File: src/common/ssa_defines.svh
`ifndef SSA_DEFINES_SVH
`define SSA_DEFINES_SVH
// Register indices; byte address is four times the index
`define SSA_IDX_POL 8'hDD
`define SSA_IDX_CTRL 8'hE1
`define SSA_IDX_B0 8'hE2
`define SSA_IDX_B1 8'hE3
`define SSA_IDX_B2 8'hE4
`define SSA_IDX_B3 8'hE5
`define SSA_IDX_ISTAT 8'hF8
`define SSA_IDX_IMASK 8'hF9
// Control field positions and codes
`define SSA_MODE_HI 7
`define SSA_MODE_LO 6
`define SSA_CNT_HI 5
`define SSA_CNT_LO 3
`define SSA_SHF_HI 2
`define SSA_SHF_LO 0
`define SSA_CTRL_CLEAR 8'h00
`define SSA_CTRL_ADD 8'h10
`define SSA_CTRL_SUB 8'h20
`define SSA_MODE_SHIFT 2'h2
`define SSA_MODE_SUM 2'h1
`define SSA_MODE_SUMSHIFT 2'h3
// Polarity register bits
`define SSA_POL_RANGE_BIT 7
`define SSA_POL_POL_BIT 6
// Interrupt status bits
`define SSA_INT_DONE 0
`define SSA_INT_RANGE 1
// Reset values
`define SSA_RST_BYTE 8'h00
`define SSA_RST_ACC 32'h0000_0000
`endif

File: src/common/ssa_pkg.sv
`default_nettype none
package ssa_pkg;
    typedef enum logic [1:0] {ST_IDLE, ST_SUM, ST_SHIFT} engine_e;
    typedef logic [11:0] paddr_t;
    typedef logic [31:0] word_t;
    typedef logic [23:0] conv_t;
endpackage
`default_nettype wire

File: src/rtl/summation_shifter_accumulator.sv
// Behaviour
// - Shift code n shifts the accumulator right by n+1 places, 1 up to 8.
// - The accumulator is 32 bits and byte register 0 carries bits 7 to 0.
// - Byte register 1 carries bits 15 to 8 for reads and writes.
// - Byte register 2 carries bits 23 to 16 for reads and writes.
// - Byte register 3 carries bits 31 to 24, the sign and top bits.
// - In add and subtract modes a write of byte register 0 applies the staged word to the sum, so it goes last.
// - A read of byte register 0 clears the pending summation-complete interrupt.
// - Control zero clears, 10h adds, 20h subtracts, modes shift, sum, sum then shift.
// - Converter summation takes 2 to 256 results by count code, then interrupts.
// - Bipolar converter results are sign-extended into the accumulator.
// - A sticky range error flag sets on overflow and clears only by writing 0.
//
// Local design decision: the APB interface to the registers.
`include "ssa_defines.svh"
`default_nettype none
module summation_shifter_accumulator (
    input wire logic i_ref_clk,
    input wire logic i_resetn,
    input wire logic i_psel,
    input wire logic i_penable,
    input wire logic i_pwrite,
    input wire ssa_pkg::paddr_t i_paddr,
    input wire ssa_pkg::word_t i_pwdata,
    input wire logic i_conv_valid,
    input wire ssa_pkg::conv_t i_conv_data,
    output logic [31:0] o_prdata,
    output logic o_pready,
    output logic o_pslverr,
    output logic o_irq
);
    import ssa_pkg::*;

    function automatic paddr_t addr_of(input logic [7:0] idx);
        addr_of = {2'h0, idx, 2'h0};
    endfunction

    function automatic logic [8:0] sum_target(input logic [2:0] code);
        sum_target = 9'h002 << code;
    endfunction

    // Returns {range error, result}
    function automatic logic [32:0] add_chk(input word_t a, input word_t b,
                                            input logic sub, input logic bip);
        logic [32:0] s;
        s = 33'h0;
        if (bip) begin
            s = sub ? ({a[31], a} - {b[31], b}) : ({a[31], a} + {b[31], b});
            add_chk = {s[32] ^ s[31], s[31:0]};
        end else begin
            s = sub ? ({1'b0, a} - {1'b0, b}) : ({1'b0, a} + {1'b0, b});
            add_chk = s;
        end
    endfunction

    function automatic word_t shift_acc(input word_t a, input logic [2:0] code,
                                        input logic bip);
        logic [3:0] n;
        n = {1'b0, code} + 4'h1;
        shift_acc = bip ? word_t'($signed(a) >>> n) : (a >> n);
    endfunction

    logic rst_meta, rst_n;
    always_ff @(posedge i_ref_clk or negedge i_resetn) begin
        if (!i_resetn) begin
            rst_meta <= 1'b0;
            rst_n <= 1'b0;
        end else begin
            rst_meta <= 1'b1;
            rst_n <= rst_meta;
        end
    end

    engine_e state, next_state;
    logic [7:0] ctrl, next_ctrl;
    logic result_polarity, next_pol;
    logic range_err, next_range_err;
    word_t acc, next_acc;
    conv_t stage, next_stage;
    logic [8:0] cnt, next_cnt;
    logic [1:0] int_stat, next_int_stat;
    logic [1:0] int_mask, next_int_mask;
    word_t next_prdata;
    logic next_pready, next_pslverr;

    logic setup, acc_done, wr, rd, mapped, bip, add_mode, ev_done, ev_range;
    logic [1:0] mode;
    logic [32:0] res;
    word_t conv_ext;

    assign setup = i_psel && !i_penable;
    assign acc_done = i_psel && i_penable && o_pready;
    assign wr = acc_done && i_pwrite;
    assign rd = acc_done && !i_pwrite;
    assign bip = !result_polarity;
    assign mode = ctrl[`SSA_MODE_HI:`SSA_MODE_LO];
    assign add_mode = (ctrl == `SSA_CTRL_ADD) || (ctrl == `SSA_CTRL_SUB);
    assign conv_ext = bip ? {{8{i_conv_data[23]}}, i_conv_data} : {8'h00, i_conv_data};

    always_comb begin
        mapped = 1'b1;
        next_prdata = 32'h0000_0000;
        case (i_paddr)
            addr_of(`SSA_IDX_B0): next_prdata = {24'h00_0000, acc[7:0]};
            addr_of(`SSA_IDX_B1): next_prdata = {24'h00_0000, acc[15:8]};
            addr_of(`SSA_IDX_B2): next_prdata = {24'h00_0000, acc[23:16]};
            addr_of(`SSA_IDX_B3): next_prdata = {24'h00_0000, acc[31:24]};
            addr_of(`SSA_IDX_CTRL): next_prdata = {24'h00_0000, ctrl};
            addr_of(`SSA_IDX_POL): next_prdata = {24'h00_0000, range_err, result_polarity, 6'h00};
            addr_of(`SSA_IDX_ISTAT): next_prdata = {30'h0000_0000, int_stat};
            addr_of(`SSA_IDX_IMASK): next_prdata = {30'h0000_0000, int_mask};
            default: mapped = 1'b0;
        endcase
        // Answer in the first access cycle; zero wait states
        next_pready = setup;
        next_pslverr = setup && !mapped;
        if (!setup) begin
            next_prdata = o_prdata;
        end
    end

    always_comb begin
        next_state = state;
        next_ctrl = ctrl;
        next_pol = result_polarity;
        next_acc = acc;
        next_stage = stage;
        next_cnt = cnt;
        next_int_mask = int_mask;
        ev_done = 1'b0;
        ev_range = 1'b0;
        res = 33'h0_0000_0000;
        if (wr) begin
            case (i_paddr)
                addr_of(`SSA_IDX_CTRL): begin
                    next_ctrl = i_pwdata[7:0];
                    next_cnt = 9'h000;
                    if (i_pwdata[7:0] == `SSA_CTRL_CLEAR) begin
                        next_acc = `SSA_RST_ACC;
                        next_state = ST_IDLE;
                    end else if (i_pwdata[7:6] == `SSA_MODE_SHIFT) begin
                        next_state = ST_SHIFT;
                    end else if (i_pwdata[6]) begin
                        next_state = ST_SUM;
                    end else begin
                        next_state = ST_IDLE;
                    end
                end
                addr_of(`SSA_IDX_POL): next_pol = i_pwdata[`SSA_POL_POL_BIT];
                addr_of(`SSA_IDX_IMASK): next_int_mask = i_pwdata[1:0];
                addr_of(`SSA_IDX_B0): begin
                    if (add_mode && state == ST_IDLE) begin
                        res = add_chk(acc, {stage, i_pwdata[7:0]},
                                      ctrl == `SSA_CTRL_SUB, bip);
                        next_acc = res[31:0];
                        ev_range = res[32];
                    end else if (state == ST_IDLE) begin
                        next_acc[7:0] = i_pwdata[7:0];
                    end
                end
                addr_of(`SSA_IDX_B1): begin
                    next_stage[7:0] = i_pwdata[7:0];
                    if (!add_mode && state == ST_IDLE) next_acc[15:8] = i_pwdata[7:0];
                end
                addr_of(`SSA_IDX_B2): begin
                    next_stage[15:8] = i_pwdata[7:0];
                    if (!add_mode && state == ST_IDLE) next_acc[23:16] = i_pwdata[7:0];
                end
                addr_of(`SSA_IDX_B3): begin
                    next_stage[23:16] = i_pwdata[7:0];
                    if (!add_mode && state == ST_IDLE) next_acc[31:24] = i_pwdata[7:0];
                end
                default: begin
                end
            endcase
        end
        // Engine beats byte writes so a sum is never torn; a control write restarts it
        case ((wr && i_paddr == addr_of(`SSA_IDX_CTRL)) ? ST_IDLE : state)
            ST_SUM: begin
                if (i_conv_valid) begin
                    res = add_chk(acc, conv_ext, 1'b0, bip);
                    next_acc = res[31:0];
                    ev_range = res[32];
                    next_cnt = cnt + 9'h001;
                    if (next_cnt == sum_target(ctrl[`SSA_CNT_HI:`SSA_CNT_LO])) begin
                        ev_done = 1'b1;
                        next_cnt = 9'h000;
                        next_state = (mode == `SSA_MODE_SUMSHIFT) ? ST_SHIFT : ST_IDLE;
                    end
                end
            end
            ST_SHIFT: begin
                next_acc = shift_acc(acc, ctrl[`SSA_SHF_HI:`SSA_SHF_LO], bip);
                next_state = ST_IDLE;
            end
            default: begin
            end
        endcase
    end

    always_comb begin
        next_range_err = range_err;
        next_int_stat = int_stat;
        if (wr && i_paddr == addr_of(`SSA_IDX_POL) && !i_pwdata[`SSA_POL_RANGE_BIT]) begin
            next_range_err = 1'b0;
        end
        if (wr && i_paddr == addr_of(`SSA_IDX_ISTAT)) begin
            next_int_stat = int_stat & ~i_pwdata[1:0];
        end
        if (rd && i_paddr == addr_of(`SSA_IDX_B0)) begin
            next_int_stat[`SSA_INT_DONE] = 1'b0;
        end
        if (ev_range) begin
            next_range_err = 1'b1;
            next_int_stat[`SSA_INT_RANGE] = 1'b1;
        end
        if (ev_done) begin
            next_int_stat[`SSA_INT_DONE] = 1'b1;
        end
    end

    always_ff @(posedge i_ref_clk or negedge rst_n) begin
        if (!rst_n) begin
            state <= ST_IDLE;
            ctrl <= `SSA_RST_BYTE;
            result_polarity <= 1'b0;
            range_err <= 1'b0;
            acc <= `SSA_RST_ACC;
            stage <= 24'h00_0000;
            cnt <= 9'h000;
            int_stat <= 2'h0;
            int_mask <= 2'h0;
            o_prdata <= 32'h0000_0000;
            o_pready <= 1'b0;
            o_pslverr <= 1'b0;
            o_irq <= 1'b0;
        end else begin
            state <= next_state;
            ctrl <= next_ctrl;
            result_polarity <= next_pol;
            range_err <= next_range_err;
            acc <= next_acc;
            stage <= next_stage;
            cnt <= next_cnt;
            int_stat <= next_int_stat;
            int_mask <= next_int_mask;
            o_prdata <= next_prdata;
            o_pready <= next_pready;
            o_pslverr <= next_pslverr;
            o_irq <= |(next_int_stat & next_int_mask);
        end
    end

    property p_shift_logical;
        @(posedge i_ref_clk) disable iff (!rst_n)
        (state == ST_SHIFT && result_polarity) |=>
            acc == ($past(acc) >> ({1'b0, $past(ctrl[2:0])} + 4'h1));
    endproperty
    a_shift_logical: assert property (p_shift_logical)
        else $error("logical shift amount wrong");

    property p_shift_arith;
        @(posedge i_ref_clk) disable iff (!rst_n)
        (state == ST_SHIFT && !result_polarity) |=>
            $signed(acc) == ($signed($past(acc)) >>> ({1'b0, $past(ctrl[2:0])} + 4'h1));
    endproperty
    a_shift_arith: assert property (p_shift_arith)
        else $error("arithmetic shift wrong");

    property p_read_b0;
        @(posedge i_ref_clk) disable iff (!rst_n)
        (setup && i_paddr == addr_of(`SSA_IDX_B0)) |=>
            o_pready && o_prdata == {24'h00_0000, $past(acc[7:0])};
    endproperty
    a_read_b0: assert property (p_read_b0)
        else $error("byte 0 read data wrong");

    property p_read_b1;
        @(posedge i_ref_clk) disable iff (!rst_n)
        (setup && i_paddr == addr_of(`SSA_IDX_B1)) |=> o_prdata[7:0] == $past(acc[15:8]);
    endproperty
    a_read_b1: assert property (p_read_b1)
        else $error("byte 1 read data wrong");

    property p_read_b2;
        @(posedge i_ref_clk) disable iff (!rst_n)
        (setup && i_paddr == addr_of(`SSA_IDX_B2)) |=> o_prdata[7:0] == $past(acc[23:16]);
    endproperty
    a_read_b2: assert property (p_read_b2)
        else $error("byte 2 read data wrong");

    property p_read_b3;
        @(posedge i_ref_clk) disable iff (!rst_n)
        (setup && i_paddr == addr_of(`SSA_IDX_B3)) |=> o_prdata[7:0] == $past(acc[31:24]);
    endproperty
    a_read_b3: assert property (p_read_b3)
        else $error("byte 3 read data wrong");

    property p_cpu_add;
        @(posedge i_ref_clk) disable iff (!rst_n)
        (wr && i_paddr == addr_of(`SSA_IDX_B0) && ctrl == `SSA_CTRL_ADD && state == ST_IDLE)
            |=> acc == $past(acc) + {$past(stage), $past(i_pwdata[7:0])};
    endproperty
    a_cpu_add: assert property (p_cpu_add)
        else $error("cpu add result wrong");

    property p_done_clear;
        @(posedge i_ref_clk) disable iff (!rst_n)
        (rd && i_paddr == addr_of(`SSA_IDX_B0) && !ev_done) |=> !int_stat[`SSA_INT_DONE];
    endproperty
    a_done_clear: assert property (p_done_clear)
        else $error("byte 0 read did not clear done");

    property p_clear;
        @(posedge i_ref_clk) disable iff (!rst_n)
        (wr && i_paddr == addr_of(`SSA_IDX_CTRL) && i_pwdata[7:0] == `SSA_CTRL_CLEAR)
            |=> acc == `SSA_RST_ACC ##1 acc == `SSA_RST_ACC || $past(wr);
    endproperty
    a_clear: assert property (p_clear)
        else $error("clear did not zero accumulator");

    property p_sum_done;
        @(posedge i_ref_clk) disable iff (!rst_n)
        (state == ST_SUM && i_conv_valid && !wr &&
            cnt == sum_target(ctrl[5:3]) - 9'h001)
            |=> int_stat[`SSA_INT_DONE] && cnt == 9'h000 && state != ST_SUM;
    endproperty
    a_sum_done: assert property (p_sum_done)
        else $error("summation did not complete on count");

    property p_sext;
        @(posedge i_ref_clk) disable iff (!rst_n)
        (state == ST_SUM && i_conv_valid && !result_polarity && !wr) |=>
            acc == $past(acc) + {{8{$past(i_conv_data[23])}}, $past(i_conv_data)};
    endproperty
    a_sext: assert property (p_sext)
        else $error("bipolar sample not sign-extended");

    property p_range_sticky;
        @(posedge i_ref_clk) disable iff (!rst_n)
        (range_err && !(wr && i_paddr == addr_of(`SSA_IDX_POL))) |=> range_err;
    endproperty
    a_range_sticky: assert property (p_range_sticky)
        else $error("range flag lost without software clear");

    c_cpu_add: cover property (@(posedge i_ref_clk) disable iff (!rst_n)
        wr && i_paddr == addr_of(`SSA_IDX_B0) && add_mode);
    c_sum_done: cover property (@(posedge i_ref_clk) disable iff (!rst_n) ev_done);
    c_sum_shift: cover property (@(posedge i_ref_clk) disable iff (!rst_n)
        ev_done ##1 state == ST_SHIFT);
    c_irq: cover property (@(posedge i_ref_clk) disable iff (!rst_n) $rose(o_irq));
endmodule // summation_shifter_accumulator
`default_nettype wire

File: config.mk
export PLATFORM = sky130hd
export DESIGN_NAME = summation_shifter_accumulator
export DESIGN_NICKNAME = d
export VERILOG_FILES = /design/src/common/ssa_pkg.sv /design/src/rtl/summation_shifter_accumulator.sv
export VERILOG_INCLUDE_DIRS = /design/src /design/src/common
export SDC_FILE = /design/constraint.sdc
export NUM_CORES = 1
export LEC_CHECK = 0
export CORE_ASPECT_RATIO = 0.8
export CORE_MARGIN = 5
export CORE_UTILIZATION = 35
export DETAILED_ROUTE_END_ITERATION = 12
export DONT_BUFFER_PORTS = 1
export MAX_ROUTING_LAYER = met4
export PLACE_DENSITY_LB_ADDON = 0.15
export SYNTH_ARGS = -nofsm -noshare
export SYNTH_HDL_FRONTEND = slang
export SYNTH_SLANG_ARGS = --single-unit
File: constraint.sdc
create_clock -name i_ref_clk -period 4.2 [get_ports i_ref_clk]
set_input_delay 0.42 -clock i_ref_clk [delete_from_list [all_inputs] [get_ports i_ref_clk]]
set_output_delay 0.42 -clock i_ref_clk [all_outputs]
set_load 0.02 [all_outputs]
==> metrics.md <==
| Metric | Value |
|---|---|
| Utilization of the core after routing | `43.0%` |
| Maximum single-stage delay on the critical path | `between 0.4 and 0.5 ns` |
| Post-route clock skew | `0.0158 ns` |
| Layout cells sized above 1 | `a little under a quarter` |
| Diode insertion count for antenna repair | `0` |
| Final number of hold-violating endpoints | `0` |
| Launching instance or port of the critical path | `ctrl[0]` |
| Remaining DRCs | `0` |
| Critical path startpoint category | `flip-flop` |
| Number of buffers and inverters on the critical path | `4` |
| Yosys warning total | `0` |
| Ys async rst share | `100%` |
| Number of clock buffers inserted by TritonCTS | `9` |
| Number of rows created at floorplan | `between 60 and 70` |
| Routed wirelength normalized by instance count | `24.0 um` |
| Cell type group with the largest total delay on the critical path | `simple AND/OR/NAND/NOR gates` |
| Total number of nets in the final design | `1,947` |
| Multi-input gate area | `slightly above 0.01 sq mm` |
| Post-DP HPWL | `41,400 um` |
| Height of the die | `180 um` |
| Vias | `13,900` |
| Die Outline Area | `0.0402 sq mm` |
| Fin. max-slew vios | `0` |
| GR Overflow Total | `0` |
| Area growth from synthesis to final layout | `21.5%` |
| Outcome | `finished, violations left` |
| Maximum number of pins on one net before global-route repair | `64` |
| Part of the cycle the worst path needs | `105%` |
| Shortest clock period the worst path allows after layout | `4.41 ns` |
| Start point of the worst min-delay path | `i_paddr[2]` |
| Clock sinks | `94` |
| TritonCTS clock tree | `yes` |
| Unrepaired setup endpoints after global routing | `true` |
| CP Data Arrival Time | `4.69 ns` |
| Detailed-routing iteration count for the pre-antenna-repair pass | `5` |
| Final-layout fill cell count | `3,773` |
| Final weighted congestion in routability-driven placement | `0.935` |
| Data required time of the critical path | `4.47 ns` |
| Max cap viols | `0` |
| Post-synthesis sequential element count | `94` |
| Worst R2R Setup Slack | `-0.21 ns` |
| Total routing resource utilization after global routing | `26.7%` |
| Starting Density | `roughly 35%` |
| Number of flops mapped to enable cells by yosys | `0` |
| Worst-margin pin slew | `0.948 ns` |
| Tightest Hold Check Type | `input pin to flip-flop` |
| Horizontal extent of the die | `223 um` |
| Initial antenna violation count | `0` |
| Violated checks | `setup timing` |
| Post-detailed-routing wire length | `roughly 55,000 um` |
| Worst slew margin relative to its limit | `36.8%` |
| Cell-by-cell trace of the critical path | `clkinv_4, ha_4, or4b_4, or3_4, buf_12, o31ai_2, xor2_1, ha_1, buf_4, buf_4, nand2_1, o211ai_1, a221o_1, a221oi_2, xnor2_1, or4_1, and2_4, a31oi_1` |
| Source-to-sink clock delay at the later pin of the worst-skew pair | `0.37 ns` |
| Slack of the critical path | `-0.211 ns` |
| Kind of capture point of the worst setup path | `flip-flop` |
| Core area | `between 0.03 and 0.04 sq mm` |
| Cell Count, Final, Fillers Out | `about 2,300` |
| Clock root buffer master | `clkbuf_16` |
| Cell repeated most along the worst path | `buf_4` |
| Max Root-Sink Buffers | `2` |
| Vias per Instance | `6.08` |
| Number of placed cells counting well taps | `2,256` |
| Deepest level of the CTS H-tree | `3` |
| Slowest cell on the critical path | `or4b_4` |
| Wire length of the first global-routing pass | `81,700 um` |
| R2r endpoint | `o_irq` |
| Post-route antenna net violation count | `0` |
| Number of distinct library cell variants in the gate-level netlist after synthesis | `94` |
| Post-synthesis instance total | `1,678` |
| Crit Path Max Fanout | `17` |
| Initial DRC Count | `1,569` |
| Final-report setup violation count | `13` |
| Prevailing post-synth register cell | `dfrtp_1` |
| Worst voltage drop across the vdd grid | `0.000139 V` |
| Terminating pin of the worst hold path | `o_pslverr` |
| Depth of the most critical reg-to-reg path | `18` |
| Sequential cell area | `0.00236 sq mm` |
| P_leak | `6.84 nW` |
| Number of placed I/O pins | `about 110` |
| Sequential area share after synthesis | `between 15 and 20%` |
| Cell area after technology mapping | `0.0127 sq mm` |
| Highest attainable clock frequency | `0.227 GHz` |
| WHS Path Cells | `1` |
| Launching point of the worst reg2reg path | `ctrl[0]` |
| Worst Path Class, Setup | `flip-flop to flip-flop` |
| Average cell area after synthesis | `7.56 sq um` |
| Number of global-route vias before repair | `13,100` |
| Total number of cells along the worst setup path | `18` |
| Number of I/O port buffers | `0` |
| Clock edge transition at the registers on the reported setup and hold paths | `0.08 ns` |
| Cell Pwr Density | `137 mW/mm^2` |
==> report_power, final <==
| part | switching [mW] | internal, mW | total (mW) | leakage [nW] |
|---|---|---|---|---|
| registers | 0.0296 | 0.914 | 0.944 | 1.27 |
| logic | 0.134 | 0.0829 | 0.217 | 5.41 |
| clock network | 0.413 | 0.545 | 0.958 | 0.165 |
==> how the worst max path moves through the flow <==
stage                    to  slack [ns]
floorplan             o_irq       -0.36
global placement    acc[19]       -0.46
detailed placement  acc[19]       -0.44
CTS                   o_irq       -0.19
global route          o_irq       -0.40
finish                o_irq       -0.21
==> cell type report <==
type / count / share of cell area, %
Clock buffer: 10 / 1.55
Clock inverter: 6 / 0.609
Sequential cell: 94 / 15.3
Timing Repair Buffer: 232 / 11.7
Multi-Input combinational cell: 1432 / 66.1
Tap cell: 480 / 3.90
Inverter: 32 / 0.812
==> metrics by stage <==
stage	power (mW)	hold slack, ns	setup TNS, ns	area [sq um]	setup WS (ns)
floorplan	1.14	0.124	-2.53	13000	-0.362
global placement	1.17	0.124	-3.94	14600	-0.463
detailed placement	1.17	0.124	-3.63	14600	-0.438
CTS	2.13	0.135	-1.10	15100	-0.188
global route	2.20	0.154	-4.71	15400	-0.395
finish	2.12	0.144	-1.48	15400	-0.211
==> placed cells by master (no fill, tap or decap), types with 21 or more instances in the layout <==
master / n
nand2_1: 232
buf_4: 224
a21oi_1: 140
nor2_1: 121
o21ai_0: 113
dfrtp_1: 90
ha_1: 67
mux2i_1: 56
xnor2_1: 40
xor2_1: 40
nand3_1: 38
a211oi_1: 35
mux2_2: 34
a21o_1: 29
inv_1: 27
conb_1: 25
o21ai_1: 23
mux4_2: 22
o22ai_1: 21
==> state kept, by name, summed over array words and instances (netlist names), 2 cells and up <==
| name | cells |
|---|---|
| int_mask | 2 |
| acc | 32 |
| state | 2 |
| cnt | 9 |
| stage | 24 |
| o_prdata | 8 |
| ctrl | 8 |
| int_stat | 2 |
==> worst reg2reg max path, delay by kind of cell (launching register included) <==
kind	cells	cell delay (ns)
xor gates and xnor gates	2	0.36
adders and majority gates	2	0.43
DFF	1	0.43
AOI/OAI and AO/OA	5	1.08
and+or+nand+nor	5	1.50
buffers and inverters	4	0.51
==> logic make-up after synthesis <==
kind of cell             Yosys count  share of synthesized area [%]
other                              2                         0.0592
AO/OA/AOI/OAI                    577                           29.5
AND/OR/NAND/NOR                  556                           21.0
buffers and inverters            175                           6.03
XOR/XNOR                          90                           6.32
flip-flops                        94                           18.5
multiplexers                     112                           11.3
adder cells (fa/ha/maj)           72                           7.22
==> cells in the mapped netlist, drive strengths merged, types with 29 or more instances <==
cell type	instances	area, sq um
mux2	34	383
a21o	29	218
a21oi	150	751
nand2	238	906
a211oi	43	335
clkbuf	93	350
buf	50	295
xor2	43	377
nand3	38	190
inv	29	109
ha	70	876
mux2i	56	561
nor2	127	524
o21ai	143	716
xnor2	46	403
nor3	29	171
dfrtp	94	2350
==> metal layers <==
layer	GRT usage, %	wire (um)
met1	39.7	25500
met2	38.0	23100
met4	6.22	1200
met3	4.28	5000
met5	-	0
==> timing repair <==
action,4_1_cts,5_1_grt
pin swaps,16,38
setup buffers,4,8
resized for setup,19,56
hold buffers,1,0
cloned,0,1
hold endpoints to repair,2,0
setup endpoints to repair,22,26
No activity file was read; power rests on OpenSTA's default activity.
